==> config.mk <==
export PLATFORM = sky130hd
export DESIGN_NAME = ppip_host
export DESIGN_NICKNAME = d
export VERILOG_FILES = /design/src/shared/ppip_pkg.sv /design/src/hdl/ppip_host.sv /design/src/hdl/ppip_crc16.sv
export SDC_FILE = /design/constraint.sdc
export NUM_CORES = 1
export LEC_CHECK = 0
export CAP_MARGIN = 20
export CELL_PAD_IN_SITES_DETAIL_PLACEMENT = 0
export CELL_PAD_IN_SITES_GLOBAL_PLACEMENT = 1
export CORE_AREA = 2 2 199 201
export CTS_BUF_LIST = sky130_fd_sc_hd__clkbuf_2
export CTS_CLUSTER_DIAMETER = 200
export DETAILED_ROUTE_END_ITERATION = 6
export DIE_AREA = 0 0 201 203
export DONT_BUFFER_PORTS = 1
export PLACE_DENSITY_LB_ADDON = 0.1
export SLEW_MARGIN = 15
export SYNTH_ARGS = -nofsm -noshare
export SYNTH_HDL_FRONTEND = slang
export SYNTH_SLANG_ARGS = --single-unit
export TNS_END_PERCENT = 30
==> constraint.sdc <==
create_clock -name core_clk_in -period 11.3 [get_ports core_clk_in]
set_clock_uncertainty 0.05 [all_clocks]
set_input_delay 2.26 -clock core_clk_in [delete_from_list [all_inputs] [get_ports core_clk_in]]
set_output_delay 2.26 -clock core_clk_in [all_outputs]
set_load 0.05 [all_outputs]
==> src/shared/ppip_pkg.sv <==
/*
  constants, types and register map of the parameter page integrity and parse host.
  assumes a byte stream from the flash target and a plain software register port.
*/
package ppip_pkg;

  // ==========================================================
  // checksum
  localparam logic [15:0] CRC_POLY = 16'h8005;
  localparam logic [15:0] CRC_PRESET = 16'h4F4E;

  // ==========================================================
  // primary page offsets within one 256-byte copy
  localparam logic [7:0] OFF_FIRST = 8'h00;
  localparam logic [7:0] OFF_SIG_LAST = 8'h03;
  localparam logic [7:0] OFF_DRIVE = 8'h97;
  localparam logic [7:0] OFF_RDT_LO = 8'h98;
  localparam logic [7:0] OFF_RDT_HI = 8'h99;
  localparam logic [7:0] OFF_VREV_LO = 8'hA4;
  localparam logic [7:0] OFF_VREV_HI = 8'hA5;
  localparam logic [7:0] OFF_LAST_COVERED = 8'hFD;
  localparam logic [7:0] OFF_CRC_LO = 8'hFE;
  localparam logic [7:0] OFF_CRC_HI = 8'hFF;
  localparam logic [7:0] MAND_COPIES = 8'h03;
  localparam logic [2:0] SIG_MIN_MATCH = 3'h2;
  localparam logic [2:0] DRIVE_CAP_MASK = 3'h7;
  // byte i of a signature sits at bits [8i+7:8i]
  localparam logic [31:0] PAGE_SIG = 32'h4946_4E4F;
  localparam logic [31:0] EXT_SIG = 32'h5450_5045;

  // ==========================================================
  // extended page offsets
  localparam logic [15:0] EXT_OFF_CRC_HI = 16'h0001;
  localparam logic [15:0] EXT_OFF_SIG_FIRST = 16'h0002;
  localparam logic [15:0] EXT_OFF_SIG_LAST = 16'h0005;
  localparam logic [15:0] EXT_OFF_RSVD_LAST = 16'h000F;
  localparam logic [15:0] EXT_OFF_TBL_LAST = 16'h001F;
  localparam logic [15:0] EXT_OFF_SECT = 16'h0020;
  localparam logic [15:0] ECC_BLK_BYTES = 16'h0008;
  localparam logic [7:0] SEC_NONE = 8'h00;
  localparam logic [7:0] SEC_SPEC = 8'h01;
  localparam logic [7:0] SEC_ECC = 8'h02;

  // ==========================================================
  // software registers
  localparam logic [7:0] REG_CTRL = 8'h00;
  localparam logic [7:0] REG_EXT_LEN = 8'h04;
  localparam logic [7:0] REG_STATUS = 8'h08;
  localparam logic [7:0] REG_DRIVE = 8'h0C;
  localparam logic [7:0] REG_RDTIME = 8'h10;
  localparam logic [7:0] REG_VREV = 8'h14;
  localparam logic [7:0] REG_CRC = 8'h18;
  localparam logic [7:0] REG_ECC_LO = 8'h1C;
  localparam logic [7:0] REG_ECC_HI = 8'h20;
  localparam logic [7:0] REG_SEC8 = 8'h24;
  localparam int CTRL_START_BIT = 0;
  localparam int CTRL_EXT_BIT = 1;
  localparam logic [15:0] EXT_LEN_RESET = 16'h0100;

  typedef enum logic [1:0] {
    ST_IDLE = 2'b00,
    ST_PRI = 2'b01,
    ST_EXT = 2'b10,
    ST_DONE = 2'b11
  } ppip_state_e;

  typedef struct packed {
    logic [2:0] drive;
    logic [15:0] read_time;
    logic [15:0] vrev;
  } ppip_caps_s;

  typedef struct packed {
    logic [7:0] copy_idx;
    logic layout_err;
    logic type1_missing;
    logic order_err;
    logic rsvd_err;
    logic sig_err;
    logic pass;
    logic done;
    logic busy;
  } ppip_status_s;

endpackage

==> src/hdl/ppip_host.sv <==
/*
  host-side checker and parser for the target's parameter page and extended page.
  assumes bytes arrive in increasing offset order, one per byte_valid_in cycle,
  and that software starts a pass before the fetch begins.
*/
// Functional notes
// - checksum covers primary bytes 0 through 253
// - bytes fed in order, bit 7 first
// - generator polynomial 8005h
// - checksum preset 4F4Eh before first byte
// - no final xor, no bit reversal
// - first backup copy used on primary failure
// - second backup used when first two fail
// - further copy present if two signature bytes match
// - vendor revision kept; vendor bytes not interpreted
// - extended sections are 16-byte multiples
// - types: 0 none, 1 specifiers, 2 ecc
// - ascending unique types, stop at type 0
// - type 1 needed beyond eight sections; code flags any full eight-entry table without it
// - extended checksum, signature, reserved zero header
// - section table bytes 16-31, content from 32
// - multi-byte fields are little endian
// - section length counts 16-byte units
// - extended checksum covers byte 2 to end
`timescale 1ns/1ps
module ppip_host (
  // clock, reset, enable
  input wire logic core_clk_in,
  input wire logic rst_in,
  input wire logic ce_in,
  // software register port
  input wire logic [7:0] addr_in,
  input wire logic [31:0] wr_data_in,
  input wire logic wr_in,
  input wire logic rd_in,
  output logic [31:0] rd_data_out,
  // byte stream from the target
  input wire logic byte_valid_in,
  input wire logic [7:0] byte_in,
  // summary
  output logic busy_out,
  output logic done_out,
  output logic pass_out,
  output ppip_pkg::ppip_caps_s caps_out
);
  import ppip_pkg::*;

  // ==========================================================
  // declarations
  ppip_state_e state;
  ppip_status_s stat;
  logic ext_mode;
  logic [15:0] ext_len;
  logic [15:0] off;
  logic [2:0] sig_cnt;
  logic [7:0] crc_lo;
  logic [15:0] crc_stored;
  logic [15:0] crc_val;
  logic ext_fin;
  ppip_caps_s shadow;
  logic stopped;
  logic seen_spec;
  logic [7:0] prev_type;
  logic [7:0] cur_type;
  logic [15:0] run;
  logic [15:0] ecc_start;
  logic ecc_valid;
  logic [15:0] spec_start;
  logic spec_valid;
  logic [7:0] ecc_blk [0:7];
  logic [63:0] ecc_word;
  logic [7:0] sec8_type;
  logic [7:0] sec8_len;
  logic start;
  logic take_pri;
  logic take_ext;
  logic [7:0] poff;
  logic [2:0] sig_now;
  logic [15:0] ecc_rel;
  logic crc_clr;
  logic crc_en;

  // ==========================================================
  // decode helpers
  function automatic logic sig_hit(input logic [31:0] sig, input logic [1:0] idx, input logic [7:0] b);
    return b == sig[{idx, 3'b000} +: 8];
  endfunction

  always_comb
  begin
    start = ce_in & wr_in & (addr_in == REG_CTRL) & wr_data_in[CTRL_START_BIT];
    take_pri = ce_in & byte_valid_in & (state == ST_PRI);
    take_ext = ce_in & byte_valid_in & (state == ST_EXT) & ~ext_fin;
    poff = off[7:0];
    ecc_rel = off - ecc_start;
    if (state == ST_PRI)
    begin
      sig_now = ((poff == OFF_FIRST) ? 3'h0 : sig_cnt) + {2'b00, sig_hit(PAGE_SIG, poff[1:0], byte_in)};
    end
    else
    begin
      sig_now = ((off == EXT_OFF_SIG_FIRST) ? 3'h0 : sig_cnt)
        + {2'b00, sig_hit(EXT_SIG, 2'(off - EXT_OFF_SIG_FIRST), byte_in)};
    end
    crc_clr = (take_pri & (poff == OFF_FIRST)) | (take_ext & (off == EXT_OFF_SIG_FIRST));
    crc_en = (take_pri & (poff <= OFF_LAST_COVERED)) | (take_ext & (off >= EXT_OFF_SIG_FIRST));
  end

  ppip_crc16 u_crc (
    .core_clk_in (core_clk_in),
    .rst_in (rst_in),
    .ce_in (ce_in),
    .clr_in (crc_clr),
    .en_in (crc_en),
    .byte_in (byte_in),
    .crc_out (crc_val)
  );

  // ==========================================================
  // software-written configuration
  always_ff @(posedge core_clk_in or posedge rst_in)
  begin
    if (rst_in)
    begin
      ext_mode <= 1'b0;
      ext_len <= EXT_LEN_RESET;
    end
    else if (ce_in & wr_in)
    begin
      if (addr_in == REG_CTRL)
      begin
        ext_mode <= wr_data_in[CTRL_EXT_BIT];
      end
      if (addr_in == REG_EXT_LEN)
      begin
        ext_len <= wr_data_in[15:0];
      end
    end
  end

  // ==========================================================
  // read port, data valid in the cycle after the strobe
  always_ff @(posedge core_clk_in or posedge rst_in)
  begin
    if (rst_in)
    begin
      rd_data_out <= 32'h0000_0000;
    end
    else if (ce_in)
    begin
      rd_data_out <= 32'h0000_0000;
      if (rd_in)
      begin
        case (addr_in)
          REG_CTRL: rd_data_out <= {30'h0, ext_mode, 1'b0};
          REG_EXT_LEN: rd_data_out <= {16'h0000, ext_len};
          REG_STATUS: rd_data_out <= {16'h0000, stat};
          REG_DRIVE: rd_data_out <= {29'h0, caps_out.drive};
          REG_RDTIME: rd_data_out <= {16'h0000, caps_out.read_time};
          REG_VREV: rd_data_out <= {16'h0000, caps_out.vrev};
          REG_CRC: rd_data_out <= {crc_stored, crc_val};
          REG_ECC_LO: rd_data_out <= ecc_word[31:0];
          REG_ECC_HI: rd_data_out <= ecc_word[63:32];
          REG_SEC8: rd_data_out <= {16'h0000, sec8_len, sec8_type};
          default: rd_data_out <= 32'h0000_0000;
        endcase
      end
    end
  end

  // ==========================================================
  // sequencer: offset, copy walk, verdict
  always_ff @(posedge core_clk_in or posedge rst_in)
  begin
    if (rst_in)
    begin
      state <= ST_IDLE;
      off <= 16'h0000;
      ext_fin <= 1'b0;
      stat.copy_idx <= 8'h00;
      stat.pass <= 1'b0;
      stat.sig_err <= 1'b0;
      stat.done <= 1'b0;
      stat.busy <= 1'b0;
      done_out <= 1'b0;
      busy_out <= 1'b0;
      pass_out <= 1'b0;
    end
    else if (ce_in)
    begin
      done_out <= 1'b0;
      if (start)
      begin
        // the mode bit written with start picks the page, not the stored mode
        state <= wr_data_in[CTRL_EXT_BIT] ? ST_EXT : ST_PRI;
        off <= 16'h0000;
        ext_fin <= 1'b0;
        stat.copy_idx <= 8'h00;
        stat.pass <= 1'b0;
        stat.sig_err <= 1'b0;
        stat.done <= 1'b0;
        stat.busy <= 1'b1;
        busy_out <= 1'b1;
        pass_out <= 1'b0;
      end
      else if (take_pri)
      begin
        off <= off + 16'h0001;
        if ((poff == OFF_SIG_LAST) && (stat.copy_idx >= MAND_COPIES) && (sig_now < SIG_MIN_MATCH))
        begin
          // no further copy present: all copies failed
          state <= ST_DONE;
          stat.sig_err <= 1'b1;
          stat.done <= 1'b1;
          stat.busy <= 1'b0;
          busy_out <= 1'b0;
          done_out <= 1'b1;
        end
        else if (poff == OFF_CRC_HI)
        begin
          if (crc_val == {byte_in, crc_lo})
          begin
            state <= ST_DONE;
            stat.pass <= 1'b1;
            stat.done <= 1'b1;
            stat.busy <= 1'b0;
            busy_out <= 1'b0;
            pass_out <= 1'b1;
            done_out <= 1'b1;
          end
          else if (stat.copy_idx != 8'hFF)
          begin
            // fall back to the next copy in the stream
            stat.copy_idx <= stat.copy_idx + 8'h01;
          end
        end
      end
      else if (take_ext)
      begin
        off <= off + 16'h0001;
        if ((off == EXT_OFF_SIG_LAST) && (sig_now < SIG_MIN_MATCH))
        begin
          stat.sig_err <= 1'b1;
        end
        if (off == ext_len - 16'h0001)
        begin
          ext_fin <= 1'b1;
        end
      end
      else if (ext_fin)
      begin
        // checksum register holds the last byte only from this cycle on
        ext_fin <= 1'b0;
        state <= ST_DONE;
        stat.pass <= (crc_val == crc_stored) & ~stat.sig_err;
        pass_out <= (crc_val == crc_stored) & ~stat.sig_err;
        stat.done <= 1'b1;
        stat.busy <= 1'b0;
        busy_out <= 1'b0;
        done_out <= 1'b1;
      end
    end
  end

  // ==========================================================
  // stored checksum, signature count, capability capture
  always_ff @(posedge core_clk_in or posedge rst_in)
  begin
    if (rst_in)
    begin
      crc_lo <= 8'h00;
      crc_stored <= 16'h0000;
      sig_cnt <= 3'h0;
      shadow <= '0;
      caps_out <= '0;
    end
    else if (ce_in)
    begin
      if (start)
      begin
        crc_stored <= 16'h0000;
        sig_cnt <= 3'h0;
      end
      if (take_pri)
      begin
        if (poff <= OFF_SIG_LAST)
        begin
          sig_cnt <= sig_now;
        end
        case (poff)
          OFF_DRIVE: shadow.drive <= byte_in[2:0] & DRIVE_CAP_MASK;
          OFF_RDT_LO: shadow.read_time[7:0] <= byte_in;
          OFF_RDT_HI: shadow.read_time[15:8] <= byte_in;
          OFF_VREV_LO: shadow.vrev[7:0] <= byte_in;
          OFF_VREV_HI: shadow.vrev[15:8] <= byte_in;
          OFF_CRC_LO: crc_lo <= byte_in;
          OFF_CRC_HI: crc_stored <= {byte_in, crc_lo};
          default: crc_lo <= crc_lo;
        endcase
        // only a copy whose checksum matched may update the reported fields
        if ((poff == OFF_CRC_HI) && (crc_val == {byte_in, crc_lo}))
        begin
          caps_out <= shadow;
        end
      end
      if (take_ext)
      begin
        if (off == 16'h0000)
        begin
          crc_stored[7:0] <= byte_in;
        end
        if (off == EXT_OFF_CRC_HI)
        begin
          crc_stored[15:8] <= byte_in;
        end
        if ((off >= EXT_OFF_SIG_FIRST) && (off <= EXT_OFF_SIG_LAST))
        begin
          sig_cnt <= sig_now;
        end
      end
    end
  end

  // ==========================================================
  // extended header and section table walk
  always_ff @(posedge core_clk_in or posedge rst_in)
  begin
    if (rst_in)
    begin
      stopped <= 1'b0;
      seen_spec <= 1'b0;
      prev_type <= SEC_NONE;
      cur_type <= SEC_NONE;
      run <= EXT_OFF_SECT;
      ecc_start <= 16'h0000;
      ecc_valid <= 1'b0;
      spec_start <= 16'h0000;
      spec_valid <= 1'b0;
      stat.rsvd_err <= 1'b0;
      stat.order_err <= 1'b0;
      stat.type1_missing <= 1'b0;
      stat.layout_err <= 1'b0;
    end
    else if (ce_in)
    begin
      if (start)
      begin
        stopped <= 1'b0;
        seen_spec <= 1'b0;
        prev_type <= SEC_NONE;
        cur_type <= SEC_NONE;
        run <= EXT_OFF_SECT;
        ecc_valid <= 1'b0;
        spec_valid <= 1'b0;
        stat.rsvd_err <= 1'b0;
        stat.order_err <= 1'b0;
        stat.type1_missing <= 1'b0;
        stat.layout_err <= 1'b0;
      end
      else if (take_ext)
      begin
        if ((off > EXT_OFF_SIG_LAST) && (off <= EXT_OFF_RSVD_LAST) && (byte_in != 8'h00))
        begin
          stat.rsvd_err <= 1'b1;
        end
        if ((off > EXT_OFF_RSVD_LAST) && (off <= EXT_OFF_TBL_LAST) && ~stopped)
        begin
          if (~off[0])
          begin
            cur_type <= byte_in;
            if (byte_in == SEC_NONE)
            begin
              stopped <= 1'b1;
            end
            else
            begin
              if (byte_in > SEC_ECC)
              begin
                stat.rsvd_err <= 1'b1;
              end
              if (byte_in <= prev_type)
              begin
                stat.order_err <= 1'b1;
              end
              prev_type <= byte_in;
              seen_spec <= seen_spec | (byte_in == SEC_SPEC);
            end
          end
          else
          begin
            run <= run + {4'h0, byte_in, 4'h0};
            if (byte_in == 8'h00)
            begin
              stat.layout_err <= 1'b1;
            end
            if (cur_type == SEC_ECC)
            begin
              ecc_start <= run;
              ecc_valid <= 1'b1;
            end
            if (cur_type == SEC_SPEC)
            begin
              spec_start <= run;
              spec_valid <= 1'b1;
            end
            if ((off == EXT_OFF_TBL_LAST) && ~seen_spec)
            begin
              stat.type1_missing <= 1'b1;
            end
          end
        end
        if ((off == ext_len - 16'h0001) && (off < EXT_OFF_TBL_LAST))
        begin
          stat.layout_err <= 1'b1;
        end
      end
      else if (ext_fin && (run > ext_len))
      begin
        stat.layout_err <= 1'b1;
      end
    end
  end

  // ==========================================================
  // section content capture: ecc block 0, section 8 specifier
  always_ff @(posedge core_clk_in or posedge rst_in)
  begin
    if (rst_in)
    begin
      for (int i = 0; i < 8; i++)
      begin
        ecc_blk[i] <= 8'h00;
      end
      sec8_type <= SEC_NONE;
      sec8_len <= 8'h00;
    end
    else if (ce_in)
    begin
      if (start)
      begin
        for (int i = 0; i < 8; i++)
        begin
          ecc_blk[i] <= 8'h00;
        end
        sec8_type <= SEC_NONE;
        sec8_len <= 8'h00;
      end
      else if (take_ext && (off >= EXT_OFF_SECT))
      begin
        if (ecc_valid && (off >= ecc_start) && (ecc_rel < ECC_BLK_BYTES))
        begin
          ecc_blk[ecc_rel[2:0]] <= byte_in;
        end
        if (spec_valid && (off == spec_start))
        begin
          sec8_type <= byte_in;
        end
        if (spec_valid && (off == spec_start + 16'h0001))
        begin
          sec8_len <= byte_in;
        end
      end
    end
  end

  // ecc block 0 read back as one little-endian doubleword pair
  genvar g;
  generate
    for (g = 0; g < 8; g++)
    begin : g_ecc
      assign ecc_word[8*g +: 8] = ecc_blk[g];
    end
  endgenerate

endmodule

==> src/hdl/ppip_crc16.sv <==
/*
  byte-parallel 16-bit checksum engine, msb of each byte first.
  assumes the caller gives one byte per enabled cycle.
*/
`timescale 1ns/1ps
module ppip_crc16 (
  // clock and reset
  input wire logic core_clk_in,
  input wire logic rst_in,
  input wire logic ce_in,
  // control and data
  input wire logic clr_in,
  input wire logic en_in,
  input wire logic [7:0] byte_in,
  // result
  output logic [15:0] crc_out
);
  import ppip_pkg::*;

  // ==========================================================
  // one byte step
  function automatic logic [15:0] crc_step(input logic [15:0] c_in, input logic [7:0] b);
    logic [15:0] c;
    logic fb;
    c = c_in;
    fb = 1'b0;
    for (int i = 7; i >= 0; i--)
    begin
      fb = c[15] ^ b[i];
      c = {c[14:0], 1'b0};
      if (fb)
      begin
        c = c ^ CRC_POLY;
      end
    end
    return c;
  endfunction

  // ==========================================================
  // clear reloads the preset; clear with enable folds the first byte in
  always_ff @(posedge core_clk_in or posedge rst_in)
  begin
    if (rst_in)
    begin
      crc_out <= CRC_PRESET;
    end
    else if (ce_in)
    begin
      if (en_in)
      begin
        crc_out <= crc_step(clr_in ? CRC_PRESET : crc_out, byte_in);
      end
      else if (clr_in)
      begin
        crc_out <= CRC_PRESET;
      end
    end
  end

endmodule

# Word level (Yosys, flattened, before mapping)
# Index checks and enable logic that the tools add are counted.
# word_totals
regBits	348
latch_bits	0
mem_bits_rw	0
mem_bits_ro	0
inputBits	54
out_inout_bits	70
word_cells	389
memories	0
# classes
addsub	9
multipliers	0
n_div	0
magnitude_cmp	19
n_eq_ne	50
shifts	2
muxes	151
n_bitwise	37
reduce_logical	72
# op_table
op	n
16-bit 2-to-1 mux	35
32-bit case mux with 10 select lines	1
64-bit 2-to-1 mux	3
8-bit 2-to-1 mux	24
16-bit equality test	5
64-bit bitwise mux	1
32-bit by 6-bit indexed part select with 8-bit output (first input constant)	2
8-bit equality test (second input constant)	7
1-bit 2-to-1 mux	56
3-bit 2-to-1 mux	13
5-bit AND reduction	7
3-bit AND reduction	11
16-bit by 1-bit adder with 16-bit output (second input constant)	2
8-bit by 5-bit equality test with 1-bit output (second input constant)	4
32-bit 2-to-1 mux	1
6-bit AND reduction	5
2-bit nonzero test	15
8-bit demux with 3-bit select	1
8-bit logical NOT	3
2-bit 2-to-1 mux	12
3-bit inverter	8
1-bit logical AND	18
16-bit by 12-bit adder with 16-bit output	1
16-bit by 1-bit equality test with 1-bit output (second input constant)	1
53 further kinds	104

# Depth between registers and ports, before layout
# logic_depth
depth_word	37
depth_mapped	15
ltp_nobuf	14

# Hierarchy
# From an unflattened synthesis, not the netlist that was laid out.
# hier_totals
cells_unflattened	1773
hier_area_um2	18102.4
# modules_own_cells
mod	n_inst	cells_per_inst	area_each_um2	seq_area_each_um2
ppip_host	1	1678	17131.4	7960.1
ppip_crc16	1	95	970.9	411.6

# Least setup slack after synthesis
# No wires, ideal clock.
# synth_path
path_kind	input to register
start	input port byte_in[6]
end	register state[1]
setup_time_ns	0.071
t_arrival_ns	4.513
required_time_ns	11.179
setup_slack_ns	6.665
stages	13
n_path_buf	2
path_cell_list	clkbuf_1 > clkbuf_1 > nand2_1 > nor4_1 > ha_1 > ha_1 > nor2_1 > a22o_1 > a211oi_1 > a41oi_1 > o21bai_1 > nor3_1 > nor2_1
# synth_between
elab_chain_cells	8
elab_cells_between_ends	14
classes_between	add/sub (2); order compare (1); eq/ne (5); mux (4); reduce/logical (2)
# synth_lines
item	line_no	rtl
start: declaration	ppip_host.sv:39	input wire logic [7:0] byte_in,
branches (longest 8 deep; another with 3-bit by 1-bit adder with 3-bit output)	n/a	
end signal: assignment	ppip_host.sv:195	state <= wr_data_in[CTRL_EXT_BIT] ? ST_EXT : ST_PRI;
end: declaration	ppip_host.sv:50	ppip_state_e state;
# Several ways; the timed one is not identified.
# A chain may end at the register's enable or synchronous reset.

# Worst setup path in the final report
# layout_path
start	input port ce_in
end	register spec_start[13]
# layout_between
elab_chain_cells	5
elab_cells_between_ends	8
classes_between	bitwise (7); reduce/logical (1)
# layout_lines
item	line_no	rtl
start: declaration	ppip_host.sv:30	input wire logic ce_in,
1-bit bitwise AND (3 in a row)	ppip_host.sv:91	start = ce_in & wr_in & (addr_in == REG_CTRL) & wr_data_in[CTRL_START_BIT];
1-bit inverter (no source line)	n/a	
6-bit AND reduction (no source line) *	n/a	
end signal: assignment	ppip_host.sv:403	spec_start <= run;
end: declaration	ppip_host.sv:68	logic [15:0] spec_start;
# Every way passes the cells marked *; elsewhere a longest branch is shown, timed or not.

==> results_dict.tcl <==
set metrics [dict create \
    cts_inserted_buffers 88 \
    dieWidth_microns 201 \
    hold-path-cell-count 1 \
    worst-r2r-cell-count 9 \
    floorplan.die.height_microns 203 \
    worst_setup_path_end_kind "register" \
    clk-insertion-delay-late_ns 1.02 \
    slew_viol_final 0 \
    drt_pre_antenna_iters 6 \
    max-cap-violations 0 \
    ios 124 \
    maximum_clock_insertion_buffer_count 3 \
    most_frequent_cells_in_the_layout "sky130_fd_sc_hd__dfrtp_1 (323), sky130_fd_sc_hd__nand2_1 (227), sky130_fd_sc_hd__clkbuf_2 (129)" \
    drt-wirelength-per-cell_microns 23.2 \
    viasPerCell 5.77 \
    wire_length_reported_by_the_detailed_router_mm 56.3 \
    final.period_utilization_pct 40.2 \
    grt_start_max_net_pins 177 \
    yosys_warnings 0 \
    core_region_area_sq_mm 0.0385 \
    synthesis.nets 1957 \
    synth_edf_count 0 \
    fillCellCount 3674 \
    dp.final_hpwl_mm 38.7 \
    worstSetupPathType "input pin to register" \
    post_synth_instance_area_sq_mm 0.0179 \
    initial_antenna_violation_count 4 \
    design.final.nets 1954 \
    cts_tree "built" \
    startpoint_type "input pin" \
    avgSynthCellArea_sq_um 9.70 \
    initial_core_util_pct 46.6 \
    worst_hold_path_type "register to register" \
    first_pass_grt_wire_length_mm 87.0 \
    register_bit_count_reported_by_yosys 334 \
    initialDrtViolationCount 1164 \
    cts_setup_buffers 0 \
    worst-path-max-fanout 42 \
    cts_htree_levels 3 \
    numPortBuffers 0 \
    rrSetupSlack_ns 7.02 \
    fin_crit_ns 4.54 \
    die_area_sq_mm 0.0408 \
    synth.distinct_cells 77 \
    routed-via-count 14000 \
    fmax_ghz 0.220 \
    most_common_cell_after_layout_fill_and_taps_aside "sky130_fd_sc_hd__dfrtp_1" \
    placed_cell_area_sq_mm 0.0183 \
    grt_pass1_vias 14000 \
    post-route-cell-area_sq_mm 0.0191 \
    timing_worst_slew_pin_value_ns 1.10 \
    run_status "completed" \
    cts_resized 0 \
    route.detailed.drc 0 \
    finalHoldViolations 0 \
    syn_inst 1847 \
    async_flop_share_pct 100 \
    sequential_element_share_of_the_synthesized_area_pct 46.7 \
    cts_hold_buffers 0 \
    num_rows 72 \
    grt_setup_unrepaired "false" \
    grt_util_all_layers_pct 28.2 \
    drive_above_1_share_pct 12.6 \
    cts_root_buf "sky130_fd_sc_hd__clkbuf_2" \
    syn2layout_area_growth_pct 6.76 \
    power.ir.vdd_worst_mv 0.0891 \
    relSlewSlack_pct 26.5 \
    cellPowerDensity_mw_per_mm2 124 \
    antenna_viol_nets_final 0 \
    cts.sink_count 334 \
    finalWeightedCongestion 0.907 \
    post-route-util_pct 49.7 \
    postSynth.topFlopCell "sky130_fd_sc_hd__dfrtp_1" \
    clk_transition_reported_paths_ns 0.11 \
    finalSetupViolations 0 \
    critPathRequiredTime_ns 12.11 \
    total_congestion_overflow 0 \
    power_leakage_uw 0.00945 \
    fin_setup_tns_ns 0 \
    cp_data_arrival_time_ns 5.35 \
]
[cells in the mapped netlist (4+ instances only)]
cell type	number	area share [%]
sky130_fd_sc_hd__nand4_1	21	0.73
sky130_fd_sc_hd__a22oi_1	29	1.2
sky130_fd_sc_hd__a211oi_1	7	0.29
sky130_fd_sc_hd__xnor2_1	52	2.5
sky130_fd_sc_hd__or3_1	6	0.21
sky130_fd_sc_hd__mux2i_1	93	5.2
sky130_fd_sc_hd__o31ai_1	4	0.17
sky130_fd_sc_hd__a221oi_1	9	0.44
sky130_fd_sc_hd__a31oi_1	6	0.21
sky130_fd_sc_hd__o21ai_0	95	2.7
sky130_fd_sc_hd__nand3b_1	5	0.21
sky130_fd_sc_hd__nor4_1	23	0.80
sky130_fd_sc_hd__and4_1	4	0.20
sky130_fd_sc_hd__mux2_1	34	2.1
sky130_fd_sc_hd__and2_1	11	0.38
sky130_fd_sc_hd__xor2_1	77	3.8
sky130_fd_sc_hd__nand3_1	55	1.5
sky130_fd_sc_hd__and3_1	29	1.0
sky130_fd_sc_hd__a21oi_1	75	2.1
sky130_fd_sc_hd__o22ai_1	36	1.3
sky130_fd_sc_hd__nand2b_1	8	0.28
sky130_fd_sc_hd__buf_2	8	0.22
sky130_fd_sc_hd__nor2b_1	9	0.31
sky130_fd_sc_hd__mux2_2	51	3.2
sky130_fd_sc_hd__o21ai_1	27	0.75
sky130_fd_sc_hd__nor4b_1	4	0.20
sky130_fd_sc_hd__o221ai_1	4	0.20
sky130_fd_sc_hd__dfrtp_1	323	45
sky130_fd_sc_hd__ha_1	55	3.8
sky130_fd_sc_hd__a222oi_1	10	0.56
sky130_fd_sc_hd__nand2_1	227	4.8
sky130_fd_sc_hd__nor3_1	29	0.81
sky130_fd_sc_hd__a21o_1	9	0.38
sky130_fd_sc_hd__clkbuf_1	98	2.1
sky130_fd_sc_hd__inv_1	112	2.3
sky130_fd_sc_hd__dfstp_2	11	1.6
sky130_fd_sc_hd__nor2_1	122	2.6
[logic make-up (layout without fill, tap and decap cells)]
logic type / count (synthesis) / after routing / synth area share (%)
fa+ha+maj: 56 / 56 / 3.95
flops: 334 / 334 / 46.7
xor+xnor: 130 / 130 / 6.44
other cells: 2 / 4 / 0.0419
mux: 178 / 178 / 10.5
buf+inv: 225 / 288 / 4.92
compound gates: 345 / 345 / 12.0
simple gates: 577 / 577 / 15.4
[layer usage]
layer,global-route usage [%],vias up,share of wire [%]
li1,-,6505,-
met1,38.4,6937,45
met3,6.58,83,7.2
met4,11.1,2,2.9
met2,43.5,496,45
met5,0,-,0.018
[report_power, final]
part / switching, uW / total (uW) / leakage (uW) / internal (uW)
sequential: 37.1 / 1260 / 0.00441 / 1220
clock: 524 / 896 / 0.000622 / 372
combinational: 140 / 230 / 0.00441 / 90.0
total: 700 / 2380 / 0.00945 / 1680
[worst paths after layout]
path / start / endpoint
worst max-delay path: ce_in / spec_start[13]$_DFFE_PP0P_
worst min-delay path: shadow[21]$_DFFE_PP0P_ / caps_out[21]$_DFFE_PP0P_
worst max register to register: off[4]$_DFFE_PP0P_ / ecc_blk[27]$_DFFE_PP0P_
worst min register to register: shadow[21]$_DFFE_PP0P_ / caps_out[21]$_DFFE_PP0P_
max in group asynchronous: rst_in / prev_type[3]$_DFFE_PP0P_
min in group asynchronous: rst_in / sec8_len[0]$_DFFE_PP0P_
[layout make-up]
cell class                      count  area [sq um]  area share (%)
Tap cell                          518           648            3.39
Clock buffer                      129           646            3.37
Multi-Input combinational cell   1288          8690            45.4
Inverter                          112           424            2.22
Sequential cell                   334          8370            43.8
Timing Repair Buffer               20           163           0.850
Clock inverter                     27           186           0.974
Antenna cell                        2          5.00          0.0262
[stage by stage]
stage                     instances  hold WS (ns)  setup WS [ns]  power, uW
after global routing           2429         0.424           6.53       2500
after global placement         2272         0.408           5.78       1500
after CTS                      2428         0.419           6.83       2410
after detailed placement       2272         0.417           5.73       1510
final                          2430         0.425           6.76       2380
after floorplan                1847         0.394           4.54       1450
[worst max-delay path, cell delays in order]
cell and delay (ns):
sky130_fd_sc_hd__nand4_1 0.59, sky130_fd_sc_hd__nor2_1 0.38, sky130_fd_sc_hd__and4b_1 0.53, sky130_fd_sc_hd__nand3_1 0.26, sky130_fd_sc_hd__nor3_2 0.89, sky130_fd_sc_hd__mux2_2 0.41
[flip-flops by register name (all words and copies together) (netlist names), 2 cells and up]
signal	flops
caps_out	35
crc_lo	8
crc_stored	16
cur_type	8
ecc_blk	64
ecc_start	12
ext_len	16
off	16
prev_type	8
rd_data_out	32
run	12
sec8_len	8
sec8_type	8
shadow	35
sig_cnt	3
spec_start	12
stat	14
state	2
u_crc.crc_out	16
Note: power is estimated with default switching activity, not from simulation.
